`config.mk`:
```
export PLATFORM = sky130hd
export DESIGN_NAME = rorr_core
export DESIGN_NICKNAME = d
export VERILOG_FILES = /design/src/hw/rorr_pkg.sv /design/src/hw/rorr_scoreboard.sv /design/src/hw/rorr_core.sv
export SDC_FILE = /design/constraint.sdc
export NUM_CORES = 1
export LEC_CHECK = 0
export BUFFER_PORTS_ARGS = -buffer_cell sky130_fd_sc_hd__buf_2
export CAP_MARGIN = 30
export CORE_MARGIN = 10
export CORE_UTILIZATION = 40
export CTS_CLUSTER_DIAMETER = 50
export DETAILED_ROUTE_END_ITERATION = 8
export PLACE_DENSITY = 0.7
export SLEW_MARGIN = 25
export SYNTH_ARGS = -nofsm -noshare
export SYNTH_HDL_FRONTEND = slang
export SYNTH_SLANG_ARGS = --single-unit
```
`constraint.sdc`:
```
create_clock -name ref_clk -period 1.9 [get_ports ref_clk]
set_input_delay 0.19 -clock ref_clk [delete_from_list [all_inputs] [get_ports ref_clk]]
set_output_delay 0.19 -clock ref_clk [all_outputs]
set_load 0.01 [all_outputs]
```
`src/hw/rorr_pkg.sv`:
```
`default_nettype none
package rorr_pkg;

  // ==========================================================================
  // widths
  localparam int TAG_W   = 6;
  localparam int ADDR_W  = 8;
  localparam int DATA_W  = 32;
  localparam int STATE_W = 3;
  localparam int INT_W   = 3;

  typedef logic [TAG_W-1:0]  rorr_tag_t;
  typedef logic [ADDR_W-1:0] rorr_addr_t;
  typedef logic [DATA_W-1:0] rorr_data_t;
  typedef logic [INT_W-1:0]  rorr_int_t;

  // ==========================================================================
  // register byte addresses
  localparam rorr_addr_t REG_CTRL       = 8'h00;
  localparam rorr_addr_t REG_STATUS     = 8'h04;
  localparam rorr_addr_t REG_INT_STATUS = 8'h08;
  localparam rorr_addr_t REG_INT_MASK   = 8'h0C;
  localparam rorr_addr_t REG_TAGS       = 8'h10;

  // ==========================================================================
  // field positions
  localparam int CTRL_EN_BIT       = 0;
  localparam int CTRL_ABORT_BIT    = 1;
  localparam int STAT_LINK_OK_BIT  = 0;
  localparam int STAT_HALT_BIT     = 1;
  localparam int STAT_STATE_LSB    = 4;
  localparam int INT_RETRY_BIT     = 0;
  localparam int INT_RESUMED_BIT   = 1;
  localparam int INT_HANDOFF_BIT   = 2;
  localparam int TAGS_RETRY_LSB    = 0;
  localparam int TAGS_NEXT_LSB     = 8;
  localparam int TAGS_OLDEST_LSB   = 16;

  // ==========================================================================
  // reset values
  localparam logic [1:0] CTRL_RESET  = 2'h0;
  localparam rorr_int_t  INT_RESET   = 3'h0;
  localparam rorr_tag_t  TAG_RESET   = 6'h00;
  localparam rorr_data_t DATA_RESET  = 32'h0000_0000;

  // ==========================================================================
  // machine states
  typedef enum logic [STATE_W-1:0] {
    st_inactive,
    st_armed,
    st_halting,
    st_replay_prep
  } rorr_state_e;

endpackage : rorr_pkg
`default_nettype wire

```
`src/hw/rorr_scoreboard.sv`:
```
`default_nettype none
// ============================================================================
// outstanding sequence tag window: oldest unacknowledged up to next to send
module rorr_scoreboard #(
  parameter int TAG_W = 6
) (
  // clock and reset
  input  wire logic             ref_clk,
  input  wire logic             nrst,
  // transmit and acknowledge events
  input  wire logic             pkt_start,
  input  wire logic             ack_valid,
  input  wire logic [TAG_W-1:0] ack_tag,
  // replay rewind
  input  wire logic             rewind,
  input  wire logic [TAG_W-1:0] rewind_tag,
  // window
  output logic      [TAG_W-1:0] next_tag,
  output logic      [TAG_W-1:0] oldest_tag
);

  localparam logic [TAG_W-1:0] TAG_ONE  = TAG_W'(1);
  localparam logic [TAG_W-1:0] TAG_ZERO = TAG_W'(0);

  // rewind wins: every packet from the refused tag on goes out again
  always_ff @(posedge ref_clk or negedge nrst) begin
    if (!nrst) begin
      next_tag <= TAG_ZERO;
    end else if (rewind) begin
      next_tag <= rewind_tag;
    end else if (pkt_start) begin
      next_tag <= next_tag + TAG_ONE;
    end
  end

  always_ff @(posedge ref_clk or negedge nrst) begin
    if (!nrst) begin
      oldest_tag <= TAG_ZERO;
    end else if (rewind) begin
      oldest_tag <= rewind_tag;
    end else if (ack_valid) begin
      oldest_tag <= ack_tag + TAG_ONE;
    end
  end

endmodule : rorr_scoreboard
`default_nettype wire

```
`src/hw/rorr_core.sv`:
```
// Operation
// - after reset stay inactive while the transmit port is not enabled
// - port enable needs link initialization done and the software enable bit
// - enabling the port moves inactive to armed
// - disabling the port while armed returns to inactive
// - only an error-free packet-retry symbol triggers retry handling
// - a valid packet-retry symbol moves armed to halting
// - halting clears link-ok, sets replay-halt, stops new packets
// - stop done moves halting to replay preparation until recovery completes
// - resend the refused tag's packet and every packet after it
// - clear replay-halt and set link-ok, then rewind scoreboard
// - packet-not-accepted or transmit error in preparation hands off cleanly
// - replay preparation sends a restart-from-retry symbol
// - retransmission started and recovery done returns to armed
//
// Our own choices: the register offsets and the strobed register port.
`default_nettype none
module rorr_core
  import rorr_pkg::*;
(
  // clock and reset
  input  wire logic                 ref_clk,
  input  wire logic                 nrst,
  // link initialization status pin
  input  wire logic                 init_done,
  // received control symbols
  input  wire logic                 rx_retry_valid,
  input  wire logic                 rx_sym_err,
  input  wire rorr_pkg::rorr_tag_t  rx_retry_tag,
  input  wire logic                 rx_pna_valid,
  input  wire logic                 rx_ack_valid,
  input  wire rorr_pkg::rorr_tag_t  rx_ack_tag,
  // transmitter status
  input  wire logic                 tx_pkt_start,
  input  wire rorr_pkg::rorr_tag_t  tx_pkt_tag,
  input  wire logic                 tx_pkt_active,
  input  wire logic                 tx_port_err,
  input  wire logic                 err_done,
  // transmitter control
  output logic                      link_ok,
  output logic                      replay_halt,
  output logic                      tx_abort,
  output logic                      send_restart,
  output logic                      err_handoff,
  output rorr_pkg::rorr_tag_t       replay_tag,
  output rorr_pkg::rorr_tag_t       next_tag,
  // register port
  input  wire rorr_pkg::rorr_addr_t reg_addr,
  input  wire rorr_pkg::rorr_data_t reg_wdata,
  input  wire logic                 reg_wr,
  input  wire logic                 reg_rd,
  output rorr_pkg::rorr_data_t      reg_rdata,
  // interrupt
  output logic                      irq
);
  import rorr_pkg::*;

  // ==========================================================================
  // declarations
  rorr_state_e state;
  rorr_state_e next_state;
  logic        init_meta;
  logic        init_sync;
  logic [1:0]  ctrl;
  rorr_int_t   int_status;
  rorr_int_t   int_mask;
  rorr_int_t   int_event;
  rorr_data_t  next_rdata;
  rorr_tag_t   oldest_tag;
  logic        port_en;
  logic        retry_ok;
  logic        stop_done;
  logic        rec_updated;
  logic        rec_err;
  logic        rec_update;
  logic        rec_finish;
  logic        sel_ctrl;
  logic        sel_int_status;
  logic        sel_int_mask;

  // ==========================================================================
  // init pin synchroniser
  always_ff @(posedge ref_clk or negedge nrst) begin
    if (!nrst) begin
      init_meta <= 1'b0;
      init_sync <= 1'b0;
    end else begin
      init_meta <= init_done;
      init_sync <= init_meta;
    end
  end

  // ==========================================================================
  // machine conditions
  assign port_en    = init_sync && ctrl[CTRL_EN_BIT];
  assign retry_ok   = rx_retry_valid && !rx_sym_err;
  assign stop_done  = !tx_pkt_active;
  assign rec_err    = (state == st_replay_prep) && (rx_pna_valid || tx_port_err);
  assign rec_update = (state == st_replay_prep) && !rec_updated && !rec_err;
  assign rec_finish = (state == st_replay_prep) && rec_updated && !rec_err
                      && tx_pkt_start && (tx_pkt_tag == replay_tag);

  // ==========================================================================
  // state machine
  always_comb begin
    next_state = state;
    unique case (state)
      st_inactive: begin
        if (port_en) begin
          next_state = st_armed;
        end
      end
      st_armed: begin
        if (!port_en) begin
          next_state = st_inactive;
        end else if (retry_ok) begin
          next_state = st_halting;
        end
      end
      st_halting: begin
        if (stop_done) begin
          next_state = st_replay_prep;
        end
      end
      st_replay_prep: begin
        if (rec_err || rec_finish) begin
          next_state = st_armed;
        end
      end
      default: begin
        next_state = st_inactive;
      end
    endcase
  end

  always_ff @(posedge ref_clk or negedge nrst) begin
    if (!nrst) begin
      state <= st_inactive;
    end else begin
      state <= next_state;
    end
  end

  // ==========================================================================
  // captured refused tag
  always_ff @(posedge ref_clk or negedge nrst) begin
    if (!nrst) begin
      replay_tag <= TAG_RESET;
    end else if (state == st_armed && port_en && retry_ok) begin
      replay_tag <= rx_retry_tag;
    end
  end

  // ==========================================================================
  // replay preparation progress
  always_ff @(posedge ref_clk or negedge nrst) begin
    if (!nrst) begin
      rec_updated <= 1'b0;
    end else if (state != st_replay_prep) begin
      rec_updated <= 1'b0;
    end else if (rec_update) begin
      rec_updated <= 1'b1;
    end
  end

  always_ff @(posedge ref_clk or negedge nrst) begin
    if (!nrst) begin
      send_restart <= 1'b0;
    end else begin
      send_restart <= rec_update;
    end
  end

  always_ff @(posedge ref_clk or negedge nrst) begin
    if (!nrst) begin
      err_handoff <= 1'b0;
    end else begin
      err_handoff <= rec_err;
    end
  end

  // ==========================================================================
  // port status flags
  always_ff @(posedge ref_clk or negedge nrst) begin
    if (!nrst) begin
      link_ok <= 1'b0;
    end else if (state == st_armed && port_en && retry_ok) begin
      link_ok <= 1'b0;
    end else if (rec_update) begin
      link_ok <= 1'b1;
    end else if (state == st_inactive && port_en) begin
      link_ok <= 1'b1;
    end else if (state == st_armed && !port_en) begin
      link_ok <= 1'b0;
    end else if (err_done && state == st_armed) begin
      link_ok <= 1'b1;
    end
  end

  // replay_halt also stops the transmitter from starting new packets
  always_ff @(posedge ref_clk or negedge nrst) begin
    if (!nrst) begin
      replay_halt <= 1'b0;
    end else if (state == st_armed && port_en && retry_ok) begin
      replay_halt <= 1'b1;
    end else if (rec_update || rec_err) begin
      replay_halt <= 1'b0;
    end
  end

  // optional cut-off of the packet in flight
  always_ff @(posedge ref_clk or negedge nrst) begin
    if (!nrst) begin
      tx_abort <= 1'b0;
    end else begin
      tx_abort <= (next_state == st_halting) && ctrl[CTRL_ABORT_BIT];
    end
  end

  // ==========================================================================
  // sequence tag scoreboard
  rorr_scoreboard #(
    .TAG_W      (TAG_W)
  ) u_scoreboard (
    .ref_clk    (ref_clk),
    .nrst       (nrst),
    .pkt_start  (tx_pkt_start && !send_restart),
    .ack_valid  (rx_ack_valid),
    .ack_tag    (rx_ack_tag),
    .rewind     (send_restart),
    .rewind_tag (replay_tag),
    .next_tag   (next_tag),
    .oldest_tag (oldest_tag)
  );

  // ==========================================================================
  // registers
  assign sel_ctrl       = reg_wr && (reg_addr == REG_CTRL);
  assign sel_int_status = reg_wr && (reg_addr == REG_INT_STATUS);
  assign sel_int_mask   = reg_wr && (reg_addr == REG_INT_MASK);

  always_ff @(posedge ref_clk or negedge nrst) begin
    if (!nrst) begin
      ctrl <= CTRL_RESET;
    end else if (sel_ctrl) begin
      ctrl <= reg_wdata[1:0];
    end
  end

  always_ff @(posedge ref_clk or negedge nrst) begin
    if (!nrst) begin
      int_mask <= INT_RESET;
    end else if (sel_int_mask) begin
      int_mask <= reg_wdata[INT_W-1:0];
    end
  end

  always_comb begin
    int_event                  = INT_RESET;
    int_event[INT_RETRY_BIT]   = (state == st_armed) && port_en && retry_ok;
    int_event[INT_RESUMED_BIT] = rec_finish;
    int_event[INT_HANDOFF_BIT] = rec_err;
  end

  // set wins over a write-one clear in the same cycle
  always_ff @(posedge ref_clk or negedge nrst) begin
    if (!nrst) begin
      int_status <= INT_RESET;
    end else if (sel_int_status) begin
      int_status <= (int_status & ~reg_wdata[INT_W-1:0]) | int_event;
    end else begin
      int_status <= int_status | int_event;
    end
  end

  always_ff @(posedge ref_clk or negedge nrst) begin
    if (!nrst) begin
      irq <= 1'b0;
    end else begin
      irq <= |(int_status & int_mask);
    end
  end

  always_comb begin
    next_rdata = DATA_RESET;
    unique case (reg_addr)
      REG_CTRL: begin
        next_rdata[1:0] = ctrl;
      end
      REG_STATUS: begin
        next_rdata[STAT_LINK_OK_BIT]              = link_ok;
        next_rdata[STAT_HALT_BIT]                 = replay_halt;
        next_rdata[STAT_STATE_LSB +: STATE_W]     = state;
      end
      REG_INT_STATUS: begin
        next_rdata[INT_W-1:0] = int_status;
      end
      REG_INT_MASK: begin
        next_rdata[INT_W-1:0] = int_mask;
      end
      REG_TAGS: begin
        next_rdata[TAGS_RETRY_LSB +: TAG_W]  = replay_tag;
        next_rdata[TAGS_NEXT_LSB +: TAG_W]   = next_tag;
        next_rdata[TAGS_OLDEST_LSB +: TAG_W] = oldest_tag;
      end
      default: begin
        next_rdata = DATA_RESET;
      end
    endcase
  end

  // read data stand only in the cycle after the strobe
  always_ff @(posedge ref_clk or negedge nrst) begin
    if (!nrst) begin
      reg_rdata <= DATA_RESET;
    end else if (reg_rd) begin
      reg_rdata <= next_rdata;
    end else begin
      reg_rdata <= DATA_RESET;
    end
  end
endmodule : rorr_core
`default_nettype wire

```
### After elaboration in Yosys (flattened, before gate mapping)

Index checks and enable logic that the tools add are counted.

| word-level totals | value |
|---|---|
| register bits after elaboration | 70 |
| bits in latches | 0 |
| RAM bits | 0 |
| ROM bits | 0 |
| input port bits | 71 |
| output and inout bits | 50 |
| logic and storage cells | 97 |
| memories | 0 |

| operators by class | value |
|---|---|
| add/subtract/negate cells | 2 |
| multipliers | 0 |
| divide/modulo/power cells | 0 |
| order comparisons | 0 |
| equality and inequality tests | 10 |
| shift-type cells | 0 |
| multiplexer cells | 28 |
| bitwise operators | 5 |
| reductions and logical operators | 35 |

Operator list:

| kind | number |
|---|---|
| two-way mux 6 bit | 6 |
| two-way mux 22 bit | 1 |
| logical AND 1 bit | 19 |
| two-way mux 3 bit | 6 |
| == test 8 x 4 -> 1 bit, second input constant | 2 |
| adder 6 x 1 -> 6 bit, second input constant | 2 |
| one-hot mux 3 bit (4 select lines) | 1 |
| two-way mux 1 bit | 11 |
| one-hot mux 2 bit (5 select lines) | 1 |
| == test 3 x 2 -> 1 bit, second input constant | 3 |
| == test 8 x 3 -> 1 bit, second input constant | 1 |
| == test 8 x 5 -> 1 bit, second input constant | 1 |
| logical NOT 8 bit | 1 |
| nonzero test 2 bit | 4 |
| AND 3 bit | 2 |
| == test 6 bit | 1 |
| OR 3 bit | 2 |
| logical NOT 1 bit | 5 |
| nonzero test 5 bit | 1 |
| one-hot mux 2 bit (2 select lines) | 1 |
| == test 3 x 1 -> 1 bit, second input constant | 1 |
| logical NOT 3 bit | 1 |
| logical OR 1 bit | 3 |
| != test 3 x 2 -> 1 bit, second input constant | 1 |
| other kinds (3) | 3 |

### Depth between registers and ports, before layout

| logic depth | value |
|---|---|
| depth in word-level cells | 11 |
| gate-level depth with buffers | 5 |
| gate-level depth less buffers | 5 |

### By module

Synthesis repeated with hierarchy kept, for this count alone.

| second synthesis, totals | value |
|---|---|
| cell total of the unflattened synthesis | 231 |
| area total of the unflattened synthesis | 2642.5 um^2 |

Modules (own cells, without submodules):

| module | instances | cells each | area an instance (um^2) |
|---|---|---|---|
| rorr_core | 1 | 167 | 1995.7 |
| rorr_scoreboard | 1 | 64 | 646.9 |

### Least setup slack after synthesis

OpenSTA, ideal clock, no wires.

| timing | value |
|---|---|
| kind | reg-to-reg |
| from | reg state[2] |
| to | reg replay_tag[0] |
| arrival | 1319 ps |
| setup slack | 456 ps |
| stages on the path, launching flop included | 5 |
| path buffers | 1 |
| path through | dfrtp_1 -> and4bb_2 -> and2_1 -> buf_2 -> mux2_2 |

| on the way | value |
|---|---|
| word-level cells in the longest chain between the ends | 3 |

RTL lines:

| what | RTL line | source |
|---|---|---|
| start, declared | rorr_core.sv:60 | `rorr_state_e state;` |
| start signal, assigned | rorr_core.sv:138 | `state <= st_inactive;` |
| start signal, assigned | rorr_core.sv:140 | `state <= next_state;` |
| == test 3 x 1 -> 1 bit | rorr_core.sv:149 | `end else if (state == st_armed && port_en && retry_ok) begin` |
| logical AND 1 bit (2 in series) | rorr_core.sv:149 |  |
| end signal, assigned | rorr_core.sv:150 | `replay_tag <= rx_retry_tag;` |
| end, declared | rorr_core.sv:45 | `output rorr_pkg::rorr_tag_t replay_tag,` |

Every way passes these cells.
A chain may end at the register's enable or synchronous reset.

### Worst setup path in the final report

| timing | value |
|---|---|
| from | reg state[1] |
| to | reg replay_tag[5] |

Same word-level chain as after synthesis.

==> impl_metrics.toml <==
[cts]
htreeDepth = 3
clock-root-buffer = "clkbuf_8"
clockBufferDepth = 2
clk_latency_ns = 0.32
postCtsResizedCells = 0
path_clk_slew_ns = 0.06
cts_tree = "built"
clock-sinks = 57
cts_setup_buffers = 0
numCtsBuffers = 9
hold_buffers = 1

[placed_design]
io_buffer_count = 78
routabilityCongestion = 0.8384
postPlaceCellArea_um2 = 3093
dp_hpwl_mm = 5.159
place_inst = 388
dpl_worst_slack_ns = 0.2653

[sta]
rsz0062_at_grt = "no"
fin_skew_ns = 0.007274
setup_viol = 0
whs_ns = -0.009754
hold_viol = 8
slew_viol_final = 0
slew_headroom_pct = 53.77
post-route-period-util_pct = 84.93
layout_min_cycle_time_ns = 1.614
fin_tns_setup_ns = 0
tightest_slew_ns = 0.6934
timing.final.ws_setup_ns = 0.2864
clock.fmax_ghz = 0.6197

[yosys]
avgSynthCellArea_um2 = 11.20
yosysWarnings = 0
async_flop_share_pct = 100.0
yosysSeqAreaShare_pct = 53.50
synth_edf_count = 0
synthFlopType = "dfrtp_1"
yosys-top-cells-area = "dfrtp_1 (53%), buf_4 (3.9%), and2_1 (3.3%)"
syn_inst = 238
synth_seq_cells = 57
synth_top_cell_by_area = "dfrtp_1"
synth_cell_types = 47
syn_area_um2 = 2666
synth_top_area_share_pct = 53.50

[final_layout]
layout.nets = 396
multi_input_area_um2 = 1120
layout-drive-gt1-share_pct = 34.76
area_delta_synth_final_pct = 24.96
n_antenna_cell = 0
final_cells = 405
design_area_um2 = 3332
fillers = 554
seqCellArea_um2 = 1426

[setup_path]
slowest_stage = "dfrtp_1"
r2r-start = "state[1]"
cp_top_family = "simple AND/OR/NAND/NOR gates"
cp_cell_sequence = "and4bb_2, and2_1, buf_4, mux2_2"
r2r_end = "replay_tag[5]"
r2r_setup_slack_ns = 0.29
max_stage_delay_ns = 0.42
crit_fanout = 6
cp_data_required_time_ns = 2.10
end_kind = "flip-flop"
arrival_ns = 1.82
path_depth = 4
startpoint_type = "flip-flop"
r2r_cells = 4
crit_end = "replay_tag[5]"
crit_start = "state[1]"
crit_buf_inv = 1
worstSetupPathType = "reg -> reg"

[floorplan]
core.rowCount = 29
core-area_um2 = 6422
io_pins = 121
start_util_pct = 41.52
dieArea_um2 = 10330
die_x_um = 101.6
die_h_um = 101.6

[global_route]
grt_pass1_wl_mm = 10.66
antenna_found_initial = 1
grt_start_max_net_pins = 58
track_usage_pct = 13.05
grt_pass1_vias = 2158
grt_overflow_total = 0

[route]
ant_nets = 0
routed_wl_mm = 6.556
drc = 0
drt-pass1-iter-count = 4
drt_iter0_drc = 131
routedWlPerCell_um = 16.19
vias = 1997
viasPerCell = 4.931

[flow_run]
cap_violations = 0

[power_and_ir_drop]
p_per_area_nw_per_um2 = 936.0
ir_drop_v = 0.0003560
cellLeakagePower_uw = 0.001729
total_power_uw = 3119

[run_status]
violations = "hold timing"
status = "finished with violations"

[worst_hold_path]
hp-class = "in -> async"
Yosys cell counts (4+ instances only):
| cell type | n |
|---|---|
| dfrtp_1 | 57 |
| buf_4 | 14 |
| a21o_1 | 4 |
| mux2i_1 | 7 |
| xnor2_1 | 10 |
| mux2_1 | 5 |
| nand3_1 | 5 |
| nor2_1 | 15 |
| o21ai_0 | 14 |
| clkbuf_1 | 5 |
| mux2_2 | 6 |
| nor2b_1 | 5 |
| a22oi_1 | 4 |
| and2_1 | 14 |
| inv_1 | 8 |
| xor2_1 | 5 |
| a211oi_1 | 4 |
| nand2_1 | 16 |
per-stage QoR:
| stage | hold slack (ns) | utilization (%) |
|---|---|---|
| 2_1_floorplan | -0.1056 | - |
| 5_1_grt | 0.05213 | 51.88 |
| 3_5_place_dp | 0.3088 | 48.16 |
| 4_1_cts | 0.01989 | 51.88 |
| 6_report | -0.009754 | 51.88 |
| 3_3_place_gp | 0.3013 | 48.16 |
worst min path at each step:
stage	cells past startpoint	startpoint	to
after floorplan	0	nrst	ctrl[0]
after global placement	1	init_done	init_meta
after detailed placement	1	init_done	init_meta
after CTS	2	nrst	reg_rdata[18]
after global routing	2	nrst	reg_rdata[16]
final	2	nrst	reg_rdata[16]
registers in the layout, summed over array words and instances, names as in the netlist, 2 cells and up:
| signal | cells |
|---|---|
| int_mask | 3 |
| ctrl | 2 |
| u_scoreboard.oldest_tag | 6 |
| state | 3 |
| int_status | 3 |
| reg_rdata | 19 |
| u_scoreboard.next_tag | 6 |
| replay_tag | 6 |
area by class of cell:
class	instances	area share, %
tap	77	2.891
clock buffer	12	4.656
timing repair buffer	83	12.92
inverter	8	0.9012
sequential	57	42.81
clock inverter	4	2.216
multi-input combinational	164	33.61
per-layer routing:
layer	up-vias	part of all wire, %	global-route usage [%]
li1	964	-	-
met1	963	43	15.39
met2	57	49	21.17
met3	11	6.7	4.016
met4	2	1.8	6.381
met5	-	0.11	0
report_power, final:
part | internal [uW] | switching [uW]
clock network | 813 | 472
registers | 1310 | 98.5
logic | 190 | 239
total | 2310 | 809
kinds of logic after synthesis:
kind of cell / synth area share, %
AOI/OAI and AO/OA: 9.574
xor gates and xnor gates: 4.927
adders and majority gates: 0.9384
buffers and inverters: 6.335
DFF: 53.50
muxes: 7.273
other: 0.1406
and+or+nand+nor: 17.32
cell usage in the layout (no fill, tap or decap), types with 2 or more instances in the layout:
cell,count
a21oi_1,2
conb_1,14
a21o_1,4
inv_1,8
mux2_2,6
nand2b_1,3
nor3_1,3
xor2_1,5
nand4_1,3
a211oi_1,4
mux2i_1,7
ha_1,2
bufinv_16,2
mux2_1,5
buf_4,4
nand3_1,5
clkbuf_8,11
and2_1,14
dfrtp_1,57
o21ai_0,14
o32ai_1,2
xnor2_1,10
nand2_1,16
buf_2,78
nor2b_1,5
a22oi_1,4
nor2_1,15
(Power assumes the default switching activity.)
